`src/ppo_pkg.sv`:
```
// Behaviour
// - In power-down, power-save or standby sleep, clamp pin digital input to ground.
// - Clamp is skipped for pins whose external interrupt request is enabled.
// - Disabled edge interrupt pin held high through clamp flags a change on wake.
// - All pull-ups stay off while reset is active.
// - Pull-up override enable makes pull-up follow override value while the pin driver is off.
// - Without override, pull-up on only when direction, latch, global-off equal 010.
// - Drive override enable selects driver from override value, else direction bit.
// - Driven pin takes value override when enabled, otherwise the output latch.
// - Toggle override enable inverts the pin output latch bit.
// - Input-enable override sets digital input enable, else sleep state decides.
// - Alternate modules get unsynchronised post-trigger input and synchronise it themselves.
// - Global pull-up off bit 6 of mcu_control disables every pull-up without pull-up override enable.
// - Register strobes per port; clock, clamp, global-off common; overrides per pin.
// - Direction bit one means output; it drives the driver without override.
package ppo_pkg;
  // ----------------------------------------------------------------
  // Register map
  // ----------------------------------------------------------------
  localparam logic [3:0] PPO_ADDR_MCU_CONTROL = 4'h0;
  localparam logic [3:0] PPO_ADDR_DIRECTION = 4'h1;
  localparam logic [3:0] PPO_ADDR_OUT_LATCH = 4'h2;
  localparam logic [3:0] PPO_ADDR_PIN_TOGGLE = 4'h3;
  localparam logic [3:0] PPO_ADDR_PIN_INPUT = 4'h4;
  localparam logic [3:0] PPO_ADDR_IRQ_STATUS = 4'h5;
  localparam logic [3:0] PPO_ADDR_IRQ_MASK = 4'h6;
  localparam logic [3:0] PPO_ADDR_EXT_IRQ_EN = 4'h7;
  localparam logic [3:0] PPO_ADDR_SLEEP_MODE = 4'h8;
  // ----------------------------------------------------------------
  // Fields and reset values
  // ----------------------------------------------------------------
  localparam int PPO_PULLUP_GLOBAL_OFF_BIT = 6;
  localparam logic [7:0] PPO_MCU_CONTROL_RESET = 8'h00;
  localparam logic [2:0] PPO_PULLUP_PATTERN = 3'b010;
  localparam logic [31:0] PPO_UNMAPPED_READ = 32'h0000_0000;
  // Sleep states of the sleep controller
  typedef enum logic [2:0] {
    PPO_SLP_ACTIVE,
    PPO_SLP_IDLE,
    PPO_SLP_ADC_NR,
    PPO_SLP_POWER_DOWN,
    PPO_SLP_POWER_SAVE,
    PPO_SLP_STANDBY
  } ppo_sleep_t;
endpackage

```
`src/ppo_port.sv`:
```
`timescale 1ns/1ps
module ppo_port #(
  parameter int N = 6
) (
  // Clock and reset
  input wire logic core_clk,
  input wire logic rst_n,
  // Avalon-MM slave
  input wire logic [3:0] avs_address,
  input wire logic avs_read,
  input wire logic avs_write,
  input wire logic [31:0] avs_writedata,
  input wire logic [3:0] avs_byteenable,
  output logic [31:0] avs_readdata,
  output logic avs_waitrequest,
  output logic irq,
  // Per-pin overrides from peripheral modules
  input wire logic [N-1:0] pullup_override_enable,
  input wire logic [N-1:0] pullup_override_value,
  input wire logic [N-1:0] drive_override_enable,
  input wire logic [N-1:0] drive_override_value,
  input wire logic [N-1:0] pin_value_override_enable,
  input wire logic [N-1:0] pin_value_override_value,
  input wire logic [N-1:0] port_toggle_override_enable,
  input wire logic [N-1:0] input_enable_override_enable,
  input wire logic [N-1:0] input_enable_override_value,
  output logic [N-1:0] alt_func_raw_input,
  // Pad side
  input wire logic [N-1:0] pad_in,
  output logic [N-1:0] pad_out,
  output logic [N-1:0] pad_oe,
  output logic [N-1:0] pad_pullup
);
  import ppo_pkg::*;

  typedef struct packed {
    logic [7:0] mcu_control;
    logic [N-1:0] pin_output_select;
    logic [N-1:0] pin_out_latch;
    logic [N-1:0] ext_irq_en;
    logic [N-1:0] irq_status;
    logic [N-1:0] irq_mask;
    logic [2:0] sleep_mode;
    logic [N-1:0] raw_q;
    logic [N-1:0] sync1;
    logic [N-1:0] sync2;
    logic [N-1:0] sync_prev;
    logic [N-1:0] pad_out;
    logic [N-1:0] pad_oe;
    logic [N-1:0] pad_pullup;
    logic [N-1:0] alt_raw;
    logic [31:0] readdata;
    logic ack;
    logic irq;
  } ppo_state_t;

  ppo_state_t st;
  ppo_state_t next_st;
  logic clamp_mode;
  logic [N-1:0] din_enable;
  logic [N-1:0] drv_en;
  logic [N-1:0] drv_val;
  logic [N-1:0] pu_en;
  logic [N-1:0] gated_in;
  logic [N-1:0] eff_latch;
  logic pullup_off;

  // ----------------------------------------------------------------
  // Pin override logic
  // ----------------------------------------------------------------
  // Sleep clamp is one signal common to every pin of the port
  assign clamp_mode = (st.sleep_mode == 3'(PPO_SLP_POWER_DOWN)) ||
                      (st.sleep_mode == 3'(PPO_SLP_POWER_SAVE)) ||
                      (st.sleep_mode == 3'(PPO_SLP_STANDBY));
  assign pullup_off = st.mcu_control[PPO_PULLUP_GLOBAL_OFF_BIT];

  genvar gi;
  generate
    for (gi = 0; gi < N; gi++) begin : g_pin
      // Toggle override flips the latch seen by the driver
      assign eff_latch[gi] = st.pin_out_latch[gi] ^ port_toggle_override_enable[gi];
      // Direction bit is the default driver source
      assign drv_en[gi] = drive_override_enable[gi] ? drive_override_value[gi]
                                                     : st.pin_output_select[gi];
      assign drv_val[gi] = pin_value_override_enable[gi] ? pin_value_override_value[gi]
                                                         : eff_latch[gi];
      assign pu_en[gi] = pullup_override_enable[gi] ? pullup_override_value[gi]
        : ({st.pin_output_select[gi], eff_latch[gi], pullup_off}
           == PPO_PULLUP_PATTERN);
      // Enabled external interrupt keeps the input alive in deep sleep
      assign din_enable[gi] = input_enable_override_enable[gi]
        ? input_enable_override_value[gi]
        : (!clamp_mode || st.ext_irq_en[gi]);
      assign gated_in[gi] = st.sync2[gi] & din_enable[gi];
    end
  endgenerate

  // ----------------------------------------------------------------
  // Next state
  // ----------------------------------------------------------------
  // Synchronised copy is modelled here; modules get the unsynchronised copy
  always_comb begin
    logic [N-1:0] wmask;
    logic [N-1:0] wbits;
    logic [N-1:0] event_set;
    wmask = '0;
    wbits = avs_writedata[N-1:0];
    event_set = '0;
    next_st = st;
    next_st.sync1 = pad_in;
    next_st.sync2 = st.sync1;
    next_st.raw_q = pad_in;
    next_st.alt_raw = st.raw_q & din_enable;
    next_st.sync_prev = gated_in;
    // Clamp release of a high pin shows as a change and is flagged
    event_set = gated_in ^ st.sync_prev;
    next_st.pad_oe = drv_en;
    next_st.pad_out = drv_val & drv_en;
    next_st.pad_pullup = pu_en & ~drv_en;
    next_st.ack = 1'b0;
    next_st.readdata = PPO_UNMAPPED_READ;
    if ((avs_read || avs_write) && !st.ack) begin
      next_st.ack = 1'b1;
    end
    // A write lands only at the edge that shows waitrequest low to the master
    if (avs_write && st.ack && avs_byteenable[0]) begin
      wmask = wbits;
      case (avs_address)
        PPO_ADDR_MCU_CONTROL: next_st.mcu_control = avs_writedata[7:0];
        PPO_ADDR_DIRECTION: next_st.pin_output_select = wbits;
        PPO_ADDR_OUT_LATCH: next_st.pin_out_latch = wbits;
        PPO_ADDR_PIN_TOGGLE: next_st.pin_out_latch = st.pin_out_latch ^ wbits;
        PPO_ADDR_IRQ_MASK: next_st.irq_mask = wbits;
        PPO_ADDR_EXT_IRQ_EN: next_st.ext_irq_en = wbits;
        PPO_ADDR_SLEEP_MODE: next_st.sleep_mode = avs_writedata[2:0];
        default: ;
      endcase
    end
    // Set wins over the write-one clear
    if (avs_write && st.ack && avs_byteenable[0] && avs_address == PPO_ADDR_IRQ_STATUS) begin
      next_st.irq_status = (st.irq_status & ~wmask) | event_set;
    end else begin
      next_st.irq_status = st.irq_status | event_set;
    end
    if (avs_read && !st.ack) begin
      case (avs_address)
        PPO_ADDR_MCU_CONTROL: next_st.readdata = {24'h00_0000, st.mcu_control};
        PPO_ADDR_DIRECTION: next_st.readdata = 32'(st.pin_output_select);
        PPO_ADDR_OUT_LATCH: next_st.readdata = 32'(st.pin_out_latch);
        PPO_ADDR_PIN_INPUT: next_st.readdata = 32'(gated_in);
        PPO_ADDR_IRQ_STATUS: next_st.readdata = 32'(st.irq_status);
        PPO_ADDR_IRQ_MASK: next_st.readdata = 32'(st.irq_mask);
        PPO_ADDR_EXT_IRQ_EN: next_st.readdata = 32'(st.ext_irq_en);
        PPO_ADDR_SLEEP_MODE: next_st.readdata = {29'h0000_0000, st.sleep_mode};
        default: next_st.readdata = PPO_UNMAPPED_READ;
      endcase
    end
    next_st.irq = |(next_st.irq_status & st.irq_mask);
  end

  // ----------------------------------------------------------------
  // State register
  // ----------------------------------------------------------------
  // Reset clears pull-up enables and tri-states the pads
  always_ff @(posedge core_clk or negedge rst_n) begin
    if (!rst_n) begin
      st <= '0;
      st.mcu_control <= PPO_MCU_CONTROL_RESET;
    end else begin
      st <= next_st;
    end
  end

  // Outputs straight from flops; the async reset already clears the pull-ups
  assign pad_pullup = st.pad_pullup;
  assign pad_out = st.pad_out;
  assign pad_oe = st.pad_oe;
  assign alt_func_raw_input = st.alt_raw;
  assign avs_readdata = st.readdata;
  assign avs_waitrequest = !st.ack;
  assign irq = st.irq;

  // ----------------------------------------------------------------
  // Checks
  // ----------------------------------------------------------------
  a_pullup_override: assert property (@(posedge core_clk) disable iff (!rst_n)
    pullup_override_enable[0] && !drv_en[0] |=> pad_pullup[0] == $past(pullup_override_value[0]))
    else $error("pull-up does not follow override");
  a_global_off: assert property (@(posedge core_clk) disable iff (!rst_n)
    pullup_off && !pullup_override_enable[0] |=> !pad_pullup[0])
    else $error("global off left pull-up on");
  a_drive_dir: assert property (@(posedge core_clk) disable iff (!rst_n)
    !drive_override_enable[0] |=> pad_oe[0] == $past(st.pin_output_select[0]))
    else $error("driver not from direction");
  a_value_ovr: assert property (@(posedge core_clk) disable iff (!rst_n)
    drv_en[0] && pin_value_override_enable[0] |=> pad_out[0] == $past(pin_value_override_value[0]))
    else $error("pin value override ignored");
  a_toggle_ovr: assert property (@(posedge core_clk) disable iff (!rst_n)
    drv_en[0] && !pin_value_override_enable[0] && port_toggle_override_enable[0]
    |=> pad_out[0] == !$past(st.pin_out_latch[0]))
    else $error("toggle override ignored");
  a_sleep_clamp: assert property (@(posedge core_clk) disable iff (!rst_n)
    clamp_mode && !st.ext_irq_en[0] && !input_enable_override_enable[0] |-> !gated_in[0])
    else $error("input not clamped in sleep");
  a_irq_keeps: assert property (@(posedge core_clk) disable iff (!rst_n)
    st.ext_irq_en[0] && !input_enable_override_enable[0] |-> din_enable[0])
    else $error("interrupt pin clamped");
  a_die_ovr: assert property (@(posedge core_clk) disable iff (!rst_n)
    input_enable_override_enable[0] |-> din_enable[0] == input_enable_override_value[0])
    else $error("input enable override ignored");
  a_wake_flag: assert property (@(posedge core_clk) disable iff (!rst_n)
    gated_in[0] && !st.sync_prev[0] |=> st.irq_status[0])
    else $error("change not flagged");
  a_bus_ack: assert property (@(posedge core_clk) disable iff (!rst_n)
    avs_read && avs_waitrequest |=> !avs_waitrequest)
    else $error("bus answer late");

  // ----------------------------------------------------------------
  // Further pin and bus checks
  // ----------------------------------------------------------------
  // Pull-ups stay off for as long as reset is held
  a_reset_pullup: assert property (@(posedge core_clk)
    !rst_n |-> pad_pullup == '0)
    else $error("pull-up on during reset");

  // Plain pull-up follows the direction, latch and global-off pattern
  a_pullup_pattern: assert property (@(posedge core_clk) disable iff (!rst_n)
    !pullup_override_enable[0] && !drv_en[0] |=> pad_pullup[0] ==
    $past({st.pin_output_select[0], eff_latch[0], pullup_off} == PPO_PULLUP_PATTERN))
    else $error("pull-up pattern wrong");

  // Drive override value decides the driver
  a_drive_ovr: assert property (@(posedge core_clk) disable iff (!rst_n)
    drive_override_enable[0] |=> pad_oe[0] == $past(drive_override_value[0]))
    else $error("drive override ignored");

  // Direction one turns the driver on without override
  a_oe_on_dir: assert property (@(posedge core_clk) disable iff (!rst_n)
    !drive_override_enable[0] && st.pin_output_select[0] |=> pad_oe[0])
    else $error("output select ignored");

  // Without value or toggle override the latch reaches the pin
  a_value_latch: assert property (@(posedge core_clk) disable iff (!rst_n)
    drv_en[0] && !pin_value_override_enable[0] && !port_toggle_override_enable[0]
    |=> pad_out[0] == $past(st.pin_out_latch[0]))
    else $error("latch not on pin");

  // An undriven pad shows a low data level, never a stale value
  a_driver_off: assert property (@(posedge core_clk) disable iff (!rst_n)
    !drv_en[0] |=> !pad_out[0])
    else $error("data on undriven pad");

  // Pull-up never fights the driver
  a_pullup_drive: assert property (@(posedge core_clk) disable iff (!rst_n)
    drv_en[0] |=> !pad_pullup[0])
    else $error("pull-up while driving");

  // Modules see the raw input while the input is enabled
  a_alt_input: assert property (@(posedge core_clk) disable iff (!rst_n)
    input_enable_override_enable[0] && input_enable_override_value[0]
    |=> alt_func_raw_input[0] == $past(st.raw_q[0]))
    else $error("raw input not passed");

  // Outside deep sleep the input stays enabled without override
  a_ie_enable: assert property (@(posedge core_clk) disable iff (!rst_n)
    !input_enable_override_enable[0] && !clamp_mode |-> din_enable[0])
    else $error("input disabled when awake");

  // Global off reaches the last pin as well
  a_global_last: assert property (@(posedge core_clk) disable iff (!rst_n)
    pullup_off && !pullup_override_enable[N-1] |=> !pad_pullup[N-1])
    else $error("global off missed last pin");

  // Clamp is common to every pin, the last one too
  a_clamp_last: assert property (@(posedge core_clk) disable iff (!rst_n)
    clamp_mode && !st.ext_irq_en[N-1] && !input_enable_override_enable[N-1] |-> !gated_in[N-1])
    else $error("last pin not clamped");

  // Status bits stay set until written with one
  a_status_sticky: assert property (@(posedge core_clk) disable iff (!rst_n)
    st.irq_status[0] && !(avs_write && st.ack && avs_address == PPO_ADDR_IRQ_STATUS)
    |=> st.irq_status[0])
    else $error("status bit lost");

  // Interrupt level tracks unmasked status
  a_irq_level: assert property (@(posedge core_clk) disable iff (!rst_n)
    irq == ((st.irq_status & $past(st.irq_mask)) != '0))
    else $error("interrupt level wrong");

  // Mask changes only by a completed write
  a_mask_hold: assert property (@(posedge core_clk) disable iff (!rst_n)
    !(avs_write && !avs_waitrequest && avs_address == PPO_ADDR_IRQ_MASK)
    |=> $stable(st.irq_mask))
    else $error("mask changed without write");

  // Writes are answered one cycle after they are presented
  a_write_wait: assert property (@(posedge core_clk) disable iff (!rst_n)
    avs_write && avs_waitrequest |=> !avs_waitrequest)
    else $error("write answer late");

  // Waitrequest is low for exactly one cycle per transfer
  a_ack_single: assert property (@(posedge core_clk) disable iff (!rst_n)
    !avs_waitrequest |=> avs_waitrequest)
    else $error("waitrequest low too long");

  // Unmapped reads return zero
  a_unmapped_read: assert property (@(posedge core_clk) disable iff (!rst_n)
    avs_read && avs_waitrequest && avs_address > PPO_ADDR_SLEEP_MODE
    |=> avs_readdata == PPO_UNMAPPED_READ)
    else $error("unmapped read not zero");

  // Direction register reads back what it holds
  a_read_direction: assert property (@(posedge core_clk) disable iff (!rst_n)
    avs_read && avs_waitrequest && avs_address == PPO_ADDR_DIRECTION
    |=> avs_readdata == 32'($past(st.pin_output_select)))
    else $error("direction readback wrong");
endmodule

```
`config.mk`:
```
export PLATFORM = sky130hd
export DESIGN_NAME = ppo_port
export DESIGN_NICKNAME = d
export VERILOG_FILES = /design/src/ppo_pkg.sv /design/src/ppo_port.sv
export SDC_FILE = /design/constraint.sdc
export NUM_CORES = 1
export LEC_CHECK = 0
export ABC_CLOCK_PERIOD_IN_PS = 3700
export BUFFER_PORTS_ARGS = -buffer_cell sky130_fd_sc_hd__buf_2
export CORE_MARGIN = 2
export CORE_UTILIZATION = 50
export CTS_CLUSTER_DIAMETER = 120
export DETAILED_ROUTE_END_ITERATION = 10
export PLACE_DENSITY_LB_ADDON = 0.1
export SYNTH_ARGS = -nofsm -noshare
export SYNTH_HDL_FRONTEND = slang
export SYNTH_SLANG_ARGS = --single-unit
```
`constraint.sdc`:
```
create_clock -name core_clk -period 3.7 [get_ports core_clk]
set_input_delay 0.74 -clock core_clk [delete_from_list [all_inputs] [get_ports core_clk]]
set_output_delay 0.74 -clock core_clk [all_outputs]
set_load 0.005 [all_outputs]
```
==> impl_metrics.tcl, run 1 <==
set metrics [dict create \
    status "finished clean" \
    totalNegativeSetupSlack_ns 0 \
    syn_area_per_cell_um2 11.41 \
    synth_compound_area_frac 0.1023 \
    synthCells 390 \
    rows 34 \
    core_um2 8678 \
    yosys_warnings 0 \
    wirelength_um 9288 \
    r2r-end "irq$_DFF_PN0_" \
    root_buffer "clkbuf_8" \
    areaGrowthSynthToFinish_pct 12.45 \
    yosysSeqAreaShare 0.5229 \
    ctsHoldBuffers 0 \
    synth_simple_gate_area_frac 0.1271 \
    drv_slew 0 \
    endpoint_kind "register" \
    critPathMaxStageDelay_ns 0.32 \
    irDropWorstVdd_v 0.0002190 \
    slew_headroom 0.4775 \
    report.power.total_uw 2326 \
    synth_edf_count 0 \
    synthXorXnorAreaFrac 0.03542 \
    dp.cells 569 \
    fin_crit_sh 0.6279 \
    vias_per_cell 5.349 \
    start_util 0.5128 \
    drt-initial-drc-count 157 \
    layout.area.seq_um2 2327 \
    synth_adder_area_share 0 \
    synth_top_family_by_area "simple AND/OR/NAND/NOR gates" \
    antenna_cells 0 \
    setup_viol 0 \
    tightest_slew_ns 0.7778 \
    drive_gt1_frac 0.3782 \
    rsz0062_at_grt "false" \
    hold_class "reg -> reg" \
    drc 0 \
    ys_types 46 \
    final_common_cell "buf_2" \
    wl_per_cell_um 15.90 \
    grt_max_degree 58 \
    crit_chain "buf_2, nor4bb_1, buf_4, nand3_1, a32oi_1, o2111ai_1, a2111o_1, a211o_1" \
    grt_pass1_wl_um 15350 \
    grt_use_total 0.2021 \
    p_per_area_nw_per_um2 464.8 \
    cts_setup_buffers 0 \
    fin_area_um2 5005 \
    drv_cap 0 \
    numCtsBuffers 9 \
    cts_max_path_buffers 2 \
    finClkSkew_ns 0.006920 \
    syn_area_um2 4451 \
    final_cells 584 \
    leakagePower_uw 0.002443 \
    timing.final.ws_setup_ns 1.377 \
    die_area_um2 9672 \
    grt-ovfl-total 0 \
    clk_pin_slew_ns 0.09 \
    synthFlopType "dfrtp_1" \
    cp_max_fo 13 \
    dpl-instance-area_um2 4791 \
    boundaryPins 162 \
    r2r_setup_slack_ns 1.62 \
    htree_levels 3 \
    dieHeight_um 98.35 \
    ys_ff_latch 93 \
    portBuffers 110 \
    pre_cts_ws_ns 1.045 \
    antenna_found_initial 0 \
    place_congestion 0.8643 \
    hold_violations 0 \
    required_ns 3.94 \
    cts_resized 0 \
    grt_pass1_vias 3084 \
    startpoint_type "input pin" \
    firstDrtPassIters 5 \
    final_cell_mix "buf_2 (109), dfrtp_1 (93), mux2_2 (38), nand2_1 (35), conb_1 (24)" \
    path_class "in -> reg" \
    multi_input_area_um2 1727 \
    num_vias 3124 \
    reg2reg_from "st[1]$_DFF_PN0_" \
    crit_path_top_delay_cell "nor4bb_1" \
    synthMuxAreaShare 0.1029 \
    hpwlAfterDp_um 6956 \
    die_x_um 98.35 \
    crit_end "irq$_DFF_PN0_" \
    fillers 768 \
    timing.fmax_mhz 430.4 \
    hp-start "next_st[64]$_DFF_PN0_" \
    ant_nets 0 \
    finalCriticalPeriod_ns 2.323 \
    startpoint "avs_address[2]" \
    cts.sinks 93 \
    rr_worst_depth 6 \
    nets 576 \
    async_flop_share 1.000 \
    worstPathArrival_ns 2.57 \
    cts_tree "built" \
    clock_latency_ns 0.36 \
]
cells in the mapped netlist, drive strengths merged (2+ instances only):
cell    count  share of area
nand3      10          0.011
a22o        3         0.0084
a221oi      3         0.0059
o311a       7          0.018
and4        3         0.0059
o22ai       2         0.0028
nor4b       2         0.0039
o21ai       9          0.010
a21oi      11          0.012
a222oi      5          0.011
clkbuf      8         0.0067
buf        59          0.099
nand2      35          0.030
and2       11          0.016
nor3b       2         0.0034
a32oi       3         0.0059
nand2b      9          0.013
mux2i       3         0.0067
nor4        6         0.0084
nor2b       4         0.0056
inv         3         0.0025
and3        3         0.0042
xor2        7          0.014
mux2       38          0.096
a22oi       6          0.010
xnor2      11          0.022
nor2       18          0.015
dfrtp      93           0.52
o221ai      3         0.0059
critical path: cells and delay by family:
kind | cells | cell delay (ns)
buffers and inverters | 2 | 0.45
AO/OA/AOI/OAI | 4 | 0.95
AND/OR/NAND/NOR | 2 | 0.43
final cells by class:
cell class / count / area share
clock inverters: 4 / 0.01450
multi-input cells: 250 / 0.3450
well taps: 108 / 0.02700
inverters: 3 / 0.002250
clock buffers: 11 / 0.02825
repair buffers: 115 / 0.1180
flip-flops and latches: 93 / 0.4650
per-layer routing:
metal | global-route usage | share of wire | vias to the layer above
li1 | - | - | 1463
met1 | 0.2920 | 0.44 | 1530
met2 | 0.3103 | 0.47 | 120
met3 | 0.03794 | 0.070 | 11
met4 | 0.06639 | 0.014 | 0
met5 | 0 | 0 | -
registers in the layout (all words and copies together), names as in the netlist:
signal              flops
st                     53
avs_readdata            8
alt_func_raw_input      6
next_st                 6
pad_oe                  6
pad_out                 6
pad_pullup              6
irq                     1
pullup_off              1
power by group:
part	leakage [uW]	total, uW	internal, uW	switching, uW
combinational	0.00116	381	194	187
sequential	0.00117	1210	1130	79.8
clock	0.000105	739	395	344
logic make-up (layout without fill, tap and decap cells):
logic type,Yosys count,after routing
AND/OR/NAND/NOR,109,109
flip-flops,93,93
buffers and inverters,70,133
AO/OA/AOI/OAI,58,58
multiplexers,41,41
XOR/XNOR,18,18
other,1,24
through the flow:
stage	hold slack, ns	util
2_1_floorplan	0.3535	-
3_3_place_gp	0.3559	0.5520
3_5_place_dp	0.3677	0.5520
4_1_cts	0.3798	0.5767
5_1_grt	0.3980	0.5767
6_report	0.3835	0.5767
worst min-delay path by stage:
stage | endpoint | cells after the start
floorplan | st[64]$_DFF_PN0_ | 0
global placement | st[67]$_DFF_PN0_ | 0
detailed placement | st[64]$_DFF_PN0_ | 0
CTS | st[67]$_DFF_PN0_ | 0
global route | st[67]$_DFF_PN0_ | 0
finish | st[64]$_DFF_PN0_ | 0
No activity file was read; power rests on OpenSTA's default activity.
==> inputs of run 2 (changes only) <==
ABC_AREA = 1   (was default)
ABC_CLOCK_PERIOD_IN_PS = 1950   (was 3700)
CORE_UTILIZATION = 45   (was 50)
clock period = 1.95 ns   (was 3.7 ns; I/O delays follow)
==> impl_metrics.tcl, run 2 <==
set metrics [dict create \
    hp-start "pad_in[5]" \
    path_class "reg -> reg" \
    antenna_found_initial 0 \
    report.power.total_uw 4218 \
    startpoint_type "register" \
    start_util 0.4577 \
    rr_worst_depth 10 \
    cp_max_fo 6 \
    drc 0 \
    rsz0062_at_grt "false" \
    rows 36 \
    synth_edf_count 0 \
    die_x_um 103.0 \
    drv_slew 0 \
    synth_top_area_share 0.5275 \
    synth.most_common_cell "nand2_1" \
    vias_per_cell 4.632 \
    grt_max_degree 37 \
    irDropWorstVdd_v 0.0003147 \
    boundaryPins 162 \
    p_per_area_nw_per_um2 842.1 \
    wirelength_um 9560 \
    cts_resized 0 \
    hpwlAfterDp_um 7306 \
    drive_gt1_frac 0.2328 \
    dpl-instance-area_um2 4831 \
    final_cell_mix "buf_2 (109), nand2_1 (103), dfrtp_1 (93), inv_1 (68), o21ai_0 (44)" \
    timing.fmax_mhz 619.5 \
    drv_cap 0 \
    cts.sinks 93 \
    hold-path-endpoint "next_st[69]$_DFF_PN0_" \
    syn_area_per_cell_um2 8.719 \
    nets 699 \
    clock_latency_ns 0.35 \
    grt_pass1_vias 3150 \
    status "finished clean" \
    ys_ff_latch 93 \
    areaGrowthSynthToFinish_pct 13.53 \
    cts_setup_buffers 0 \
    dp.cells 716 \
    hold_violations 0 \
    synthTopCellsByCount "nand2_1 (103), dfrtp_1 (93), inv_1 (68)" \
    htree_levels 3 \
    grt_use_total 0.1888 \
    final_common_cell "buf_2" \
    worstPathArrival_ns 1.85 \
    ys_top_cells_by_area "dfrtp_1 (53%), buf_4 (9.7%), nand2_1 (8.8%), inv_1 (5.8%), o21ai_0 (5.0%)" \
    drt-initial-drc-count 201 \
    hold_path_depth 1 \
    r2r_setup_slack_ns 0.34 \
    antenna_cells 0 \
    die_area_um2 10610 \
    fin_area_um2 5009 \
    numCtsBuffers 9 \
    grt_pass1_wl_um 15240 \
    place_congestion 0.9123 \
    async_flop_share 1.000 \
    ys_types 28 \
    setup_viol 0 \
    endpoint_kind "register" \
    clk_pin_slew_ns 0.08 \
    wl_per_cell_um 13.10 \
    finClkSkew_ns 0.006309 \
    yosys_warnings 0 \
    yosysSeqAreaShare 0.5275 \
    largest-register "st" \
    r2r-end "irq$_DFF_PN0_" \
    fin_crit_sh 0.8277 \
    totalNegativeSetupSlack_ns 0 \
    leakagePower_uw 0.002696 \
    dieHeight_um 103.0 \
    synthFlopType "dfrtp_1" \
    finalCriticalPeriod_ns 1.614 \
    reg2reg_from "st[83]$_DFFE_PN0P_" \
    hold_class "in -> reg" \
    root_buffer "clkbuf_8" \
    ctsHoldBuffers 1 \
    whs_ns 0.1350 \
    synth_top_area_cell "dfrtp_1" \
    cts_max_path_buffers 2 \
    firstDrtPassIters 4 \
    core_um2 9639 \
    ant_nets 0 \
    synthCells 506 \
    grt-ovfl-total 0 \
    required_ns 2.19 \
    syn_area_um2 4412 \
    num_vias 3381 \
    cts_tree "built" \
    portBuffers 110 \
    final_cells 730 \
    fillers 990 \
    largest_reg_flops 53 \
]
run 2: worst max-delay path by stage:
stage	startpoint	to	slack [ns]
floorplan	avs_address[1]	pullup_off$_DFFE_PN0P_	0.58
global placement	avs_address[3]	irq$_DFF_PN0_	0.24
detailed placement	avs_address[2]	st[100]$_DFFE_PN0P_	0.24
CTS	st[83]$_DFFE_PN0P_	irq$_DFF_PN0_	0.31
global route	st[83]$_DFFE_PN0P_	irq$_DFF_PN0_	0.11
finish	st[83]$_DFFE_PN0P_	irq$_DFF_PN0_	0.34
run 2: layer usage:
metal	GRT usage	vias up	part of all wire
met5	0	-	0
met4	0.07186	0	0.021
met3	0.02576	15	0.055
met2	0.2957	113	0.46
met1	0.2682	1542	0.46
li1	-	1711	-
run 2: cell type report:
cell class | instances | area [um2] | share of cell area
clock buffers | 10 | 127.6 | 0.02548
clock inverters | 3 | 40.04 | 0.007994
inverters | 72 | 270.3 | 0.05396
multi-input cells | 304 | 1459 | 0.2913
flip-flops and latches | 93 | 2327 | 0.4647
well taps | 133 | 166.4 | 0.03323
repair buffers | 115 | 618.1 | 0.1234
run 2: critical path, stage by stage, from the launching register on:
cell,delay [ns]
dfrtp_1,0.41
nand2_1,0.08
nand2_1,0.20
nand3_1,0.18
nand3_1,0.16
nand2_1,0.10
nand3_1,0.09
nand2_1,0.07
nand2_1,0.06
nor2_1,0.09
nand2_1,0.07
run 2: power breakdown:
| group | total (uW) | switching, uW | internal [uW] | leakage, uW |
|---|---|---|---|---|
| Sequential | 2290 | 129 | 2160 | 0.00114 |
| Combinational | 740 | 430 | 310 | 0.00147 |
| Clock | 1190 | 623 | 568 | 0.0000878 |
| Total | 4220 | 1180 | 3040 | 0.00270 |
run 2: cell families (layout without fill, tap and decap cells):
family                    count (synthesis)  in the layout  synth area share
DFF                                      93             93            0.5275
buffers and inverters                   132            200            0.1614
and+or+nand+nor                         194            194            0.1948
xor gates and xnor gates                 12             12           0.02382
other                                     1             24         0.0008500
AOI/OAI and AO/OA                        74             74           0.09161
run 2: metrics by stage:
step / utilization / setup slack (ns)
2_1_floorplan: - / 0.5756
3_3_place_gp: 0.5012 / 0.2384
3_5_place_dp: 0.5012 / 0.2392
4_1_cts: 0.5196 / 0.3076
5_1_grt: 0.5196 / 0.1097
6_report: 0.5196 / 0.3359
==> inputs of run 3 (changes only) <==
ABC_CLOCK_PERIOD_IN_PS = 1390   (was 1950)
clock period = 1.39 ns   (was 1.95 ns; I/O delays follow)
==> impl_metrics.tcl, run 3 (same netlist as run 2, synthesis figures left out) <==
set metrics [dict create \
    clk_pin_slew_ns 0.09 \
    clkPwrFrac 0.291 \
    cp_common_cell "nand2_1" \
    dpl-instance-area_um2 5124 \
    grt_pass1_vias 3236 \
    root_buffer "clkbuf_8" \
    drt-initial-drc-count 184 \
    numCtsBuffers 9 \
    grt-ovfl-total 0 \
    irDropWorstVdd_v 0.0005349 \
    cp_top_family "simple AND/OR/NAND/NOR gates" \
    crit_buf_inv 1 \
    nets 744 \
    power_frac_comb 0.193 \
    final_cells 778 \
    leakagePower_uw 0.002965 \
    die_area_um2 10610 \
    cp_max_fo 6 \
    fin_crit_sh 0.9846 \
    grt_max_degree 35 \
    hpwlAfterDp_um 7671 \
    finalCriticalPeriod_ns 1.369 \
    drc 0 \
    switching_share 0.2879 \
    drv_slew 0 \
    ant_nets 0 \
    finClkSkew_ns 0.01213 \
    seq_power_share 0.516 \
    dieHeight_um 103.0 \
    num_vias 3537 \
    cts_tree "built" \
    endpoint_kind "register" \
    antenna_found_initial 0 \
    portBuffers 110 \
    critPathMaxStageDelay_ns 0.44 \
    p_sw_uw 1795 \
    htree_levels 3 \
    cts_max_path_buffers 2 \
    grt_use_total 0.1953 \
    rows 36 \
    core_um2 9639 \
    crit_path_top_delay_cell "dfrtp_1" \
    wl_per_cell_um 12.96 \
    rsz0062_at_grt "true" \
    wirelength_um 10080 \
    vias_per_cell 4.546 \
    largest_reg_flops 53 \
    crit_chain "inv_2, nand2_8, nand3_4, nand3_1, nand2_1, nand3_1, nand2_1, nand2_1, nor2_1, nand2_1" \
    status "finished clean" \
    drive_gt1_frac 0.3194 \
    place_congestion 0.8722 \
    antenna_cells 0 \
    hold_class "in -> reg" \
    setup_viol 0 \
    cts.sinks 93 \
    largest-register "st" \
    final_common_cell "buf_2" \
    start_util 0.4577 \
    required_ns 1.66 \
    die_x_um 103.0 \
    clock_latency_ns 0.37 \
    timing.fmax_mhz 730.7 \
    areaGrowthSynthToFinish_pct 25.35 \
    worstPathArrival_ns 1.64 \
    fin_area_um2 5530 \
    startpoint_type "register" \
    grt_pass1_wl_um 15500 \
    p_int_uw 4440 \
    p_per_area_nw_per_um2 1128 \
    hold_violations 0 \
    firstDrtPassIters 5 \
    final_cell_mix "buf_2 (109), nand2_1 (98), dfrtp_1 (92), inv_1 (65)" \
    fillers 924 \
    drv_cap 0 \
    whs_ns 0.01610 \
    path_class "reg -> reg" \
    boundaryPins 162 \
    dp.cells 755 \
]
[run 3: changes by cell type in the layout (fill, tap and decap cells not counted), sizes merged]
cell,change
dlygate4sd3,+4
buf,+41
clkinvlp,+1
clkbuf,+2
[run 3: power by group through the flow]
stage | combinational, uW | sequential [uW] | clock (uW)
after floorplan | 765 | 3220 | 0
after global placement | 1110 | 3260 | 0
after detailed placement | 1140 | 3260 | 0
after CTS | 1170 | 3210 | 1850
after global routing | 1370 | 3260 | 1970
final | 1200 | 3220 | 1810
[run 3: routing by layer]
layer / routed length, um / vias to the layer above / global-route usage
met2: 4834 / 105 / 0.3142
met5: 0 / - / 0
li1: - / 1801 / -
met1: 4542 / 1622 / 0.2659
met3: 557 / 9 / 0.04000
met4: 148 / 0 / 0.06377
[run 3: metrics by stage]
step | TNS (ns) | setup WS (ns) | power [uW] | utilization
after floorplan | 0 | 0.09911 | 3981 | -
after global placement | -2.242 | -0.1584 | 4369 | 0.5315
after detailed placement | -2.471 | -0.1572 | 4396 | 0.5315
after CTS | -0.01349 | -0.007066 | 6239 | 0.5598
after global routing | -0.2803 | -0.08574 | 6602 | 0.5737
final | 0 | 0.02143 | 6236 | 0.5737
[run 3: what timing repair did]
item,CTS,global route
endpoints found under the hold margin,17,1
gates resized for setup,10,25
setup endpoints to repair,7,17
pin swaps,1,5
hold buffers,4,1
setup buffers,1,1
[run 3: cell type report]
type	count	area [um2]	share of cell area
sequential	93	2328	0.4210
multi-input combinational	304	1603	0.2898
timing repair buffer	160	969.7	0.1753
inverter	72	270.3	0.04887
tap	133	166.4	0.03009
clock buffer	12	145.1	0.02624
clock inverter	4	47.55	0.008597
[run 3: final timing paths]
path / startpoint / end / slack, ns / depth (start not counted)
min in group asynchronous: rst_n / next_st[67]$_DFF_PN0_ / 0.32 / 2
max: st[84]$_DFFE_PN0P_ / irq$_DFF_PN0_ / 0.02 / 10
max in group asynchronous: rst_n / pad_oe[1]$_DFF_PN0_ / 0.60 / 3
min reg2reg: next_st[66]$_DFF_PN0_ / st[66]$_DFF_PN0_ / 0.37 / 0
min: pad_in[1] / next_st[65]$_DFF_PN0_ / 0.02 / 1
max reg2reg: st[84]$_DFFE_PN0P_ / irq$_DFF_PN0_ / 0.02 / 10
